===== src/lpmc_pkg.sv =====
package lpmc_pkg;

    // ************************************************************
    // Status word layout
    // ************************************************************
    localparam int SW_W          = 16;
    localparam int POS_GIE       = 3;
    localparam int POS_PROC_STOP = 4;
    localparam int POS_OSC_STOP  = 5;
    localparam int POS_CG_LO     = 6;
    localparam int POS_CG_HI     = 7;

    // ************************************************************
    // Register map (APB byte addresses)
    // ************************************************************
    localparam logic [7:0] ADDR_STATUS_WORD  = 8'h00;
    localparam logic [7:0] ADDR_CLK_CFG      = 8'h04;
    localparam logic [7:0] ADDR_PWR_MGMT_CTL = 8'h08;
    localparam logic [7:0] ADDR_DEEP_SLEEP   = 8'h0C;
    localparam logic [7:0] ADDR_RESET_CAUSE  = 8'h10;
    localparam logic [7:0] ADDR_STATE        = 8'h14;
    localparam logic [7:0] ADDR_STACKED_SW   = 8'h18;
    localparam logic [7:0] ADDR_STACKED_PC   = 8'h1C;
    localparam logic [7:0] ADDR_CTL_STROBE   = 8'h20;

    // Power control fields
    localparam int          POS_REG_OFF     = 0;
    localparam int          POS_DEEP_SEL35  = 1;
    localparam logic [7:0]  PMM_PASSWORD    = 8'hA5;
    localparam int          POS_PIN_LOCK    = 0;
    localparam int          POS_WAKE_FLAG   = 1;
    // Clock config fields: source selections and sub-main gate
    localparam int          POS_SUB_MAIN_CLOCK_GATE  = 0;
    localparam int          POS_OSC_AUX     = 1;
    localparam int          POS_OSC_MAIN    = 2;
    localparam int          POS_OSC_SUB     = 3;
    // Strobe register bits
    localparam int          POS_STB_IRQ     = 0;
    localparam int          POS_STB_RETURN_FROM_INTERRUPT    = 1;

    localparam logic [15:0] RESET_CAUSE_DEEP  = 16'h0008;
    localparam logic [15:0] RESET_VECTOR_ADDR = 16'hFFFE;
    localparam logic [15:0] SW_RESET          = 16'h0000;
    localparam logic [3:0]  CLK_CFG_RESET     = 4'h0;

    typedef enum {
        ST_RUN,
        ST_DEEP,
        ST_WAKE_BOR
    } lpmc_state_t;

    typedef struct packed {
        logic proc_clk_en;
        logic main_clk_en;
        logic aux_clk_en;
        logic sub_clk_en;
        logic osc_en;
        logic osc_bias_en;
    } lpmc_gate_t;

endpackage : lpmc_pkg


===== src/lpmc_ctrl.sv =====
`timescale 1ns/1ps
module lpmc_ctrl #(
    parameter int BOR_CYCLES = 4
) (
    input  wire logic                  clk,
    input  wire logic                  rst,
    input  wire logic                  psel,
    input  wire logic                  penable,
    input  wire logic                  pwrite,
    input  wire logic [7:0]            paddr,
    input  wire logic [31:0]           pwdata,
    output logic      [31:0]           prdata,
    output logic                       pready,
    output logic                       pslverr,
    input  wire logic                  irq_pending,
    input  wire logic [15:0]           program_counter,
    input  wire logic                  wake_reset_pin,
    input  wire logic                  wake_power_cycle,
    input  wire logic                  wake_io,
    input  wire logic                  wake_rtc,
    input  wire logic                  rtc_enable,
    output lpmc_pkg::lpmc_gate_t       gates,
    output logic                       core_supply_en,
    output logic                       rtc_run,
    output logic                       brownout_reset,
    output logic                       pin_lock,
    output logic      [15:0]           boot_start_addr,
    output logic                       irq_entry
);

    // ************************************************************
    // State and registers
    // ************************************************************
    lpmc_pkg::lpmc_state_t state_reg, state_next;
    logic [15:0] status_word_reg, status_word_next;
    logic [15:0] stacked_sw_reg, stacked_pc_reg;
    logic [3:0]  clk_cfg_reg;
    logic        reg_off_reg, deep35_reg, unlocked_reg;
    logic        pin_lock_reg, wake_flag_reg;
    logic [15:0] reset_cause_reg;
    logic [7:0]  bor_cnt_reg;
    logic        was35_reg;

    // ************************************************************
    // APB decode
    // ************************************************************
    wire acc      = psel && penable;
    wire wr       = acc && pwrite;
    wire rd       = acc && !pwrite;
    wire hit_sw   = paddr == lpmc_pkg::ADDR_STATUS_WORD;
    wire hit_cfg  = paddr == lpmc_pkg::ADDR_CLK_CFG;
    wire hit_pmm  = paddr == lpmc_pkg::ADDR_PWR_MGMT_CTL;
    wire hit_ds   = paddr == lpmc_pkg::ADDR_DEEP_SLEEP;
    wire hit_rc   = paddr == lpmc_pkg::ADDR_RESET_CAUSE;
    wire hit_st   = paddr == lpmc_pkg::ADDR_STATE;
    wire hit_ssw  = paddr == lpmc_pkg::ADDR_STACKED_SW;
    wire hit_spc  = paddr == lpmc_pkg::ADDR_STACKED_PC;
    wire hit_stb  = paddr == lpmc_pkg::ADDR_CTL_STROBE;
    wire mapped   = hit_sw | hit_cfg | hit_pmm | hit_ds | hit_rc | hit_st | hit_ssw
                  | hit_spc | hit_stb;
    wire run      = state_reg == lpmc_pkg::ST_RUN;
    wire bus_ok   = mapped && run;

    assign pready  = 1'b1;
    assign pslverr = acc && !bus_ok;

    // ************************************************************
    // Mode decode
    // ************************************************************
    wire proc_stop = status_word_reg[lpmc_pkg::POS_PROC_STOP];
    wire osc_stop  = status_word_reg[lpmc_pkg::POS_OSC_STOP];
    wire cg_lo     = status_word_reg[lpmc_pkg::POS_CG_LO];
    wire cg_hi     = status_word_reg[lpmc_pkg::POS_CG_HI];
    wire global_irq_enable       = status_word_reg[lpmc_pkg::POS_GIE];
    wire all_bits  = proc_stop && osc_stop && cg_lo && cg_hi;
    wire sleeping  = proc_stop || osc_stop || cg_lo || cg_hi;
    wire sub_gate  = clk_cfg_reg[lpmc_pkg::POS_SUB_MAIN_CLOCK_GATE];
    wire src_aux   = clk_cfg_reg[lpmc_pkg::POS_OSC_AUX];
    wire src_main  = clk_cfg_reg[lpmc_pkg::POS_OSC_MAIN];
    wire src_sub   = clk_cfg_reg[lpmc_pkg::POS_OSC_SUB];

    // Each bit but cg_lo gates on its own, so listed modes fall out of it
    wire proc_on   = run && !proc_stop;
    wire aux_on    = run && !osc_stop;
    wire sub_on    = run && !cg_hi && !sub_gate;
    wire osc_on    = run && !osc_stop &&
                     ((src_aux && aux_on) || (src_main && proc_on) ||
                      (src_sub && sub_on));
    // Bias stays up for a main source even while the processor sleeps, unless cg_hi is set
    wire bias_on   = run && !cg_hi &&
                     (osc_on || src_main || (src_sub && sub_on));

    assign gates.proc_clk_en = proc_on;
    assign gates.main_clk_en = proc_on;
    assign gates.aux_clk_en  = aux_on;
    assign gates.sub_clk_en  = sub_on;
    assign gates.osc_en      = osc_on;
    assign gates.osc_bias_en = bias_on;

    // Regulator-off needs the password first
    wire enter_deep = run && all_bits && reg_off_reg;
    wire deep_wake  = wake_reset_pin || wake_power_cycle || wake_io ||
                      (was35_reg && wake_rtc);
    wire stb_wr     = wr && bus_ok && hit_stb;
    wire all_bits_deep = all_bits && reg_off_reg;
    wire irq_take   = run && sleeping && !all_bits_deep && global_irq_enable && irq_pending;
    wire return_from_interrupt       = stb_wr && pwdata[lpmc_pkg::POS_STB_RETURN_FROM_INTERRUPT];
    wire irq_sw     = stb_wr && pwdata[lpmc_pkg::POS_STB_IRQ];
    wire do_entry   = irq_take || irq_sw;

    assign core_supply_en  = state_reg != lpmc_pkg::ST_DEEP;
    // Rtc stays off through the brownout that follows the all-off level
    assign rtc_run         = rtc_enable && (run || was35_reg);
    assign brownout_reset  = state_reg == lpmc_pkg::ST_WAKE_BOR;
    assign pin_lock        = pin_lock_reg;
    assign boot_start_addr = lpmc_pkg::RESET_VECTOR_ADDR;
    assign irq_entry       = do_entry;

    // ************************************************************
    // Next values
    // ************************************************************
    always_comb begin
        state_next = state_reg;
        case (state_reg)
            lpmc_pkg::ST_RUN:      if (enter_deep) state_next = lpmc_pkg::ST_DEEP;
            lpmc_pkg::ST_DEEP:     if (deep_wake) state_next = lpmc_pkg::ST_WAKE_BOR;
            lpmc_pkg::ST_WAKE_BOR: begin
                if (bor_cnt_reg == 8'(BOR_CYCLES - 1)) state_next = lpmc_pkg::ST_RUN;
            end
            default:               state_next = lpmc_pkg::ST_RUN;
        endcase
    end

    always_comb begin
        status_word_next = status_word_reg;
        if (wr && bus_ok && hit_sw) begin
            status_word_next = pwdata[15:0];
        end
        if (return_from_interrupt) begin
            status_word_next = stacked_sw_reg;
        end
        if (do_entry) begin
            status_word_next[lpmc_pkg::POS_PROC_STOP] = 1'b0;
            status_word_next[lpmc_pkg::POS_CG_HI]     = 1'b0;
            status_word_next[lpmc_pkg::POS_OSC_STOP]  = 1'b0;
            status_word_next[lpmc_pkg::POS_GIE]       = 1'b0;
        end
    end

    // ************************************************************
    // Flops
    // ************************************************************
    always_ff @(posedge clk or posedge rst) begin
        if (rst) begin
            state_reg <= lpmc_pkg::ST_RUN;
            bor_cnt_reg <= 8'h00;
        end else begin
            state_reg <= state_next;
            bor_cnt_reg <= (state_reg == lpmc_pkg::ST_WAKE_BOR) ? bor_cnt_reg + 8'h01 : 8'h00;
        end
    end

    // Core registers lose content whenever the supply is gone
    always_ff @(posedge clk or posedge rst) begin
        if (rst) begin
            status_word_reg <= lpmc_pkg::SW_RESET;
            stacked_sw_reg  <= lpmc_pkg::SW_RESET;
            stacked_pc_reg  <= 16'h0000;
            clk_cfg_reg     <= lpmc_pkg::CLK_CFG_RESET;
            reg_off_reg     <= 1'b0;
            deep35_reg      <= 1'b0;
            unlocked_reg    <= 1'b0;
        end else if (!run) begin
            status_word_reg <= lpmc_pkg::SW_RESET;
            stacked_sw_reg  <= lpmc_pkg::SW_RESET;
            stacked_pc_reg  <= 16'h0000;
            clk_cfg_reg     <= lpmc_pkg::CLK_CFG_RESET;
            reg_off_reg     <= 1'b0;
            unlocked_reg    <= 1'b0;
            deep35_reg      <= 1'b0;
        end else begin
            status_word_reg <= status_word_next;
            if (do_entry) begin
                stacked_sw_reg <= status_word_reg;
                stacked_pc_reg <= program_counter;
            end else if (wr && hit_ssw) begin
                stacked_sw_reg <= pwdata[15:0];
            end
            if (wr && hit_cfg) clk_cfg_reg <= pwdata[3:0];
            if (wr && hit_pmm) begin
                unlocked_reg <= pwdata[15:8] == lpmc_pkg::PMM_PASSWORD;
                if (unlocked_reg) begin
                    reg_off_reg <= pwdata[lpmc_pkg::POS_REG_OFF];
                    deep35_reg  <= pwdata[lpmc_pkg::POS_DEEP_SEL35];
                end
            end
        end
    end

    // Flags living outside the switched core domain
    always_ff @(posedge clk or posedge rst) begin
        if (rst) begin
            pin_lock_reg    <= 1'b0;
            wake_flag_reg   <= 1'b0;
            reset_cause_reg <= 16'h0000;
            was35_reg       <= 1'b0;
        end else begin
            if (enter_deep) begin
                pin_lock_reg <= 1'b1;
                was35_reg    <= deep35_reg;
            end else if (wr && bus_ok && hit_ds && !pwdata[lpmc_pkg::POS_PIN_LOCK]) begin
                pin_lock_reg <= 1'b0;
            end
            if (state_reg == lpmc_pkg::ST_DEEP && deep_wake) begin
                wake_flag_reg   <= 1'b1;
                reset_cause_reg <= lpmc_pkg::RESET_CAUSE_DEEP;
            end else if (wr && bus_ok && hit_ds && !pwdata[lpmc_pkg::POS_WAKE_FLAG]) begin
                wake_flag_reg <= 1'b0;
            end else if (rd && bus_ok && hit_rc) begin
                reset_cause_reg <= 16'h0000;
            end
        end
    end

    // ************************************************************
    // Read data
    // ************************************************************
    always_ff @(posedge clk or posedge rst) begin
        if (rst) begin
            prdata <= 32'h0000_0000;
        end else if (psel && !penable && !pwrite) begin
            prdata <= 32'h0000_0000;
            if (hit_sw)  prdata <= {16'h0000, status_word_reg};
            if (hit_cfg) prdata <= {28'h0000000, clk_cfg_reg};
            if (hit_pmm) prdata <= {30'h0, deep35_reg, reg_off_reg};
            if (hit_ds)  prdata <= {30'h0, wake_flag_reg, pin_lock_reg};
            if (hit_rc)  prdata <= {16'h0000, reset_cause_reg};
            if (hit_st)  prdata <= {26'h0, gates};
            if (hit_ssw) prdata <= {16'h0000, stacked_sw_reg};
            if (hit_spc) prdata <= {16'h0000, stacked_pc_reg};
        end
    end

    // ************************************************************
    // Checks
    // ************************************************************
    a_active_clocks: assert property (@(posedge clk) disable iff (rst)
        (run && status_word_reg[7:4] == 4'h0) |-> (gates.proc_clk_en && gates.aux_clk_en))
        else $error("active state clocks wrong");
    a_level4_off: assert property (@(posedge clk) disable iff (rst)
        (all_bits) |-> (gates == 6'h00))
        else $error("level 4 clocks not stopped");
    a_level2_sub: assert property (@(posedge clk) disable iff (rst)
        (cg_hi && proc_stop) |-> (!gates.sub_clk_en && !gates.main_clk_en))
        else $error("level 2/3 gating wrong");
    a_deep_entry: assert property (@(posedge clk) disable iff (rst)
        enter_deep |=> (!core_supply_en && pin_lock))
        else $error("deep entry not taken");
    a_bor_pulse: assert property (@(posedge clk) disable iff (rst)
        (state_reg == lpmc_pkg::ST_DEEP && deep_wake) |=> brownout_reset[*4])
        else $error("brownout too short");
    a_wake_flag: assert property (@(posedge clk) disable iff (rst)
        (state_reg == lpmc_pkg::ST_DEEP && deep_wake) |=>
            (wake_flag_reg && reset_cause_reg == 16'h0008))
        else $error("wake flag not set");
    a_irq_clear: assert property (@(posedge clk) disable iff (rst)
        (run && do_entry && !return_from_interrupt) |=> (!proc_stop && !cg_hi && !osc_stop))
        else $error("entry did not clear bits");
    a_irq_push: assert property (@(posedge clk) disable iff (rst)
        (run && do_entry) |=> (stacked_sw_reg == $past(status_word_reg)))
        else $error("status word not pushed");

endmodule : lpmc_ctrl


===== config.mk =====
export PLATFORM = sky130hd
export DESIGN_NAME = lpmc_ctrl
export DESIGN_NICKNAME = d
export VERILOG_FILES = /design/src/lpmc_pkg.sv /design/src/lpmc_ctrl.sv
export SDC_FILE = /design/constraint.sdc
export NUM_CORES = 1
export LEC_CHECK = 0
export BUFFER_PORTS_ARGS = -buffer_cell sky130_fd_sc_hd__buf_2
export CORE_MARGIN = 4
export CORE_UTILIZATION = 40
export DETAILED_ROUTE_END_ITERATION = 6
export PLACE_DENSITY = 0.74
export SLEW_MARGIN = 20
export SYNTH_ARGS = -nofsm -noshare
export SYNTH_HDL_FRONTEND = slang
export SYNTH_SLANG_ARGS = --single-unit

===== constraint.sdc =====
create_clock -name clk -period 2.75 [get_ports clk]
set_input_delay 0.1375 -clock clk [delete_from_list [all_inputs] [get_ports clk]]
set_output_delay 0.1375 -clock clk [all_outputs]
set_load 0.01 [all_outputs]

* Word-level counts from Yosys, hierarchy flattened
Index checks and enable logic that the tools add are counted.
Word-level totals: bits in registers 146, bits of input ports 67, logic and storage cells 163
Cells by class: add/subtract/negate cells 1, equality and inequality tests 26, mux-type cells 40, bitwise gates (word level) 8, reductions and logical operators 73
Operators by type and width (count):
- two-way mux 32 bit | 10
- two-way mux 16 bit | 12
- case mux 32 bit (3 select lines) | 1
- equality test 32 x 2 -> 1 bit (second input constant) | 2
- zero test 32 bit | 2
- logical AND 1 bit | 42
- equality test 32 x 1 -> 1 bit (second input constant) | 1
- equality test 32 x 3 -> 1 bit (second input constant) | 1
- equality test 8 x 5 -> 1 bit (second input constant) | 4
- inequality test 32 x 2 -> 1 bit (second input constant) | 1
- equality test 8 x 4 -> 1 bit (second input constant) | 2
- two-way mux 1 bit | 13
- logical OR 1 bit | 12
- inequality test 2 bit (second input constant) | 6
- zero test 1 bit | 10
- adder 8 x 1 -> 8 bit (second input constant) | 1
- equality test 8 x 2 -> 1 bit (second input constant) | 1
- equality test 8 x 3 -> 1 bit (second input constant) | 1
- equality test 8 x 6 -> 1 bit (second input constant) | 1
- equality test 8 bit (second input constant) | 1
- zero test 8 bit | 1
- two-way mux 4 bit | 2
- two-way mux 8 bit | 1
- OR 1 bit | 8
- 8 further kinds | 12

* Logic depth before layout (Yosys ltp)
depth after elaboration 16, gate-level depth with buffers 8

* Worst setup path before layout
Ideal clock, no wire load.
path kind reg2reg, from register state_reg[1], to register status_word_reg[1], setup time 0.132 ns, arrival time 1.936 ns, path slack 0.682 ns, stages on the path, launching flop included 7, buffers on the path 1, clock period less this slack 2.068 ns, cells stage by stage dfrtp_1 -> or4_4 -> nor4_4 -> a22o_2 -> buf_4 -> mux2i_1 -> nor2_1
On the way: word-level cells in the longest chain between the ends 7
RTL lines:
- start: declaration | line lpmc_ctrl.sv:34 | lpmc_pkg::lpmc_state_t state_reg, state_next;
- start signal: assignment | line lpmc_ctrl.sv:155 | state_reg <= lpmc_pkg::ST_RUN;
- start signal: assignment | line lpmc_ctrl.sv:158 | state_reg <= state_next;
- zero test 32 bit * | line lpmc_ctrl.sv:61 | wire run = state_reg == lpmc_pkg::ST_RUN;
- logical AND 1 bit | line lpmc_ctrl.sv:62 | wire bus_ok = mapped && run;
- logical AND 1 bit | line lpmc_ctrl.sv:104, lpmc_ctrl.sv:136
- logical AND 1 bit | line lpmc_ctrl.sv:104 | wire stb_wr = wr && bus_ok && hit_stb;
- logical AND 1 bit | line lpmc_ctrl.sv:107 | wire return_from_interrupt = stb_wr && pwdata[lpmc_pkg::POS_STB_RETURN_FROM_INTERRUPT];
- two-way mux 16 bit | line lpmc_ctrl.sv:139 | if (return_from_interrupt) begin
- two-way mux 16 bit | line lpmc_ctrl.sv:173 | end else if (!run) begin
- end signal: assignment | line lpmc_ctrl.sv:166 | status_word_reg <= lpmc_pkg::SW_RESET;
- end signal: assignment | line lpmc_ctrl.sv:174 | status_word_reg <= lpmc_pkg::SW_RESET;
- end signal: assignment | line lpmc_ctrl.sv:182 | status_word_reg <= status_word_next;
- end: declaration | line lpmc_ctrl.sv:35 | logic [15:0] status_word_reg, status_word_next;
Every way passes the cells marked *; elsewhere a longest branch is shown, timed or not. A chain may end at the register's enable or synchronous reset.

* Final worst setup path
from register state_reg[1], to output port irq_entry
On the way: word-level cells in the longest chain between the ends 6
RTL lines:
- zero test 32 bit * | line lpmc_ctrl.sv:61
- logical AND 1 bit, on equally long branches | line lpmc_ctrl.sv:106, lpmc_ctrl.sv:62
- logical AND 1 bit, on equally long branches (2 in series) | line lpmc_ctrl.sv:106, lpmc_ctrl.sv:104
- logical AND 1 bit, on equally long branches | line lpmc_ctrl.sv:106, lpmc_ctrl.sv:108
- logical OR 1 bit * | line lpmc_ctrl.sv:109 | wire do_entry = irq_take || irq_sw;
- end: declaration | line lpmc_ctrl.sv:28 | output logic irq_entry
Marks and branches as above.

==> summary.md <==
| Metric | Value |
|---|---|
| Unique cell type count in the Yosys netlist | `54` |
| Status | `finished clean` |
| Fraction of registers with async set or reset after synthesis | `100%` |
| Count of buffers inserted at the top-level ports | `78` |
| Top area cells in the synthesized netlist | `dfrtp_1 (45%), nand2_1 (7.4%), buf_4 (6.9%)` |
| Maximum Capacitance Violations | `0` |
| Buffers plus inverters on the worst setup path | `2` |
| Drc violations | `0` |
| CTS Buf Count | `9` |
| Reg2Reg Setup Slack | `180 ps` |
| Final Cycle Share | `93.6%` |
| Most common cell after layout, fill and taps aside | `nand2_1` |
| Power Density | `493 nW/µm²` |
| First-iteration detailed-routing DRC count | `398` |
| Clock tree from TritonCTS | `yes` |
| Area added between synthesis and finish | `18.8%` |
| Endpoint of the most critical register-to-register path | `status_word_reg[8]` |
| Data arrival time of the critical path | `2440 ps` |
| Pre-antenna DRT Iters | `5` |
| Kind of path behind the tightest hold check | `input port to flop` |
| Measured slew at the worst slew-check pin | `855 ps` |
| Ordered list of cells on the worst path | `or4_4 > nor4_4 > a2bb2oi_4 > inv_2 > buf_2` |
| Final critical delay including setup and external delays | `2570 ps` |
| Die Span X | `116 µm` |
| Final Slew Violations | `0` |
| Total count of hold-check failures in the final report | `0` |
| Worst slew margin relative to its limit | `43.0%` |
| Worst Path Required | `2610 ps` |
| Detailed-route vias per instance | `5.74` |
| Number of cell instances on the worst register-to-register path | `7` |
| Clock slew at reported path FFs | `60 ps` |
| Synth Area per Inst | `8.96 µm²` |
| Antenna-violating nets left | `0` |
| Clock latency of the later-clocked register in the worst-skew pair | `340 ps` |
| Share of layout cells above drive strength 1 | `20.9%` |
| Floorplan core area | `11,400 µm²` |
| Number of register bits inferred by synthesis | `85` |
| Slowest cell on the critical path | `or4_4` |
| Total GRT Usage | `19.5%` |
| Global-route wire length before repair | `20,700 µm` |
| Die Area | `13,500 µm²` |
| Synth Flop Type | `dfrtp_1` |
| Sequential element share of the synthesized area | `45.5%` |
| Number of stages on the worst hold path | `3` |
| Endpoint kind of the worst setup timing path | `output port` |
| Die Y | `116 µm` |
| Drt total wl | `13,200 µm` |
| Origin of the worst min-delay path | `program_counter[7]` |
| H-Tree Depth | `3` |
| Total congestion overflow | `0` |
| Largest incremental delay on the critical path | `620 ps` |
| Highest-count cells in the layout ignoring fill and taps | `nand2_1 (92), dfrtp_1 (85), buf_2 (78)` |
| Critical-path maximum fanout | `18` |
| Root Buffer | `clkbuf_16` |
| Max clock buf depth | `2` |
| Area leader, netlist | `dfrtp_1` |
| EDFF count, synth | `0` |
| Routability-driven placement congestion ratio | `0.914` |
| Worst Hold End | `stacked_pc_reg[7]` |
| Leakage power figure | `2.77 nW` |
| Highest clock rate | `388 MHz` |
| Reg2Reg Launch Point | `state_reg[1]` |
| Vias in the first global route | `4,065` |
| Ys Warns | `0` |
| Antenna fix cells | `0` |
| Critical Path Start Type | `flop` |
| Setup TNS | `0 ps` |
| Final setup vio count | `0` |
| Post-detail-place hpwl | `8930 µm` |
| Synthesized cell area | `4680 µm²` |
| Worst Setup Path Type | `flop to output port` |
| Antenna violations before repair | `0` |
| Top-Level Pins | `128` |
| Net count of the finished layout | `675` |
| Initial standard-cell utilization of the core | `41.0%` |
| Count of mapped cells out of synthesis | `522` |
| Average wire per standard cell | `17.5 µm` |
| Largest delay contributor family on the critical path | `simple AND/OR/NAND/NOR gates` |
| Number of clock sinks seen by CTS | `85` |
| Worst clock skew | `6.86 ps` |
| Maximum VDD drop | `0.246 mV` |
| Maximum number of pins on one net before global-route repair | `86` |
| Total power after layout | `2.74 mW` |
| Number of vias in the routed layout | `4,328` |
| Setup repair after global routing missed its margin | `false` |
| Synth top area share | `45.5%` |
| Beginning of the critical path | `state_reg[1]` |
| Number of rows in the core area | `39` |
metrics by stage:
step	cell area, µm²	hold WS, ps	utilization (%)	std cells	setup WS [ps]
after global placement	5080	265	44.5	722	330
after detailed placement	5080	270	44.5	722	241
final	5560	14.6	48.7	754	175
after CTS	5540	8.01	48.5	753	35.4
after floorplan	4790	243	-	553	419
after global routing	5560	21.8	48.7	754	75.2
power breakdown:
part | switching (mW) | internal, mW | total [mW]
combinational | 0.135 | 0.0824 | 0.217
sequential | 0.0165 | 1.27 | 1.29
clock | 0.508 | 0.727 | 1.23
layout make-up:
class | count | area, µm²
well taps | 143 | 179
clock buffers | 10 | 239
repair buffers | 112 | 698
inverters | 7 | 27.5
fillers | 1081 | 5860
multi-input cells | 392 | 2230
clock inverters | 5 | 60.1
flip-flops and latches | 85 | 2130
layer usage:
layer | GRT usage (%) | routed length [µm]
met5 | 0 | 0
met4 | 8.58 | 401
met3 | 3.94 | 1130
met2 | 31.8 | 6360
met1 | 25.3 | 5280
worst register-to-register path, cell delays in order, from the launching register on:
cell	delay [ps]
dfrtp_1	480
or4_4	620
nor4_4	400
buf_4	230
and2_1	250
buf_4	250
nand2_1	80
a31oi_1	180
cells in the mapped netlist (2+ instances only):
cell	n
nand2_1	92
dfrtp_1	85
o21ai_0	52
buf_4	43
nand3_1	29
nor2_1	28
a21oi_1	27
mux2i_1	24
a31oi_1	16
clkbuf_1	16
a222oi_1	8
buf_2	8
nand2b_1	8
inv_1	6
nor3_1	6
and2_1	5
or4_1	5
a221oi_1	4
and3_1	4
nor4_1	4
xor2_1	4
nand4_1	3
o22ai_1	3
a311oi_1	2
buf_1	2
conb_1	2
mux2_2	2
nor2b_1	2
o211ai_1	2
o221ai_1	2
o31ai_1	2
or2_2	2
or3_1	2
xnor2_1	2
what timing repair did:
| item | in CTS | in global routing |
|---|---|---|
| gates resized for setup | 0 | 0 |
| setup endpoints to repair | 0 | 1 |
| buffers inserted | 0 | 0 |
| endpoints found under the hold margin | 100 | 0 |
| hold buffers | 16 | 0 |
how the worst max path moves through the flow:
stage,endpoint,slack (ps),cells past startpoint
3_5_place_dp,status_word_reg[15],240,7
6_report,irq_entry,180,5
3_3_place_gp,status_word_reg[15],330,7
4_1_cts,irq_entry,40,5
2_1_floorplan,bor_cnt_reg[0],420,1
5_1_grt,status_word_reg[8],80,7
cells by family after synthesis:
| logic type | share of synthesized area [%] |
|---|---|
| AND/OR/NAND/NOR | 20.5 |
| AO/OA/AOI/OAI | 16.8 |
| flip-flops | 45.5 |
| buffers and inverters | 10.0 |
| multiplexers | 5.62 |
| XOR/XNOR | 1.12 |
| other | 0.161 |
| adder cells (fa/ha/maj) | 0.267 |
(Power assumes the default switching activity.)
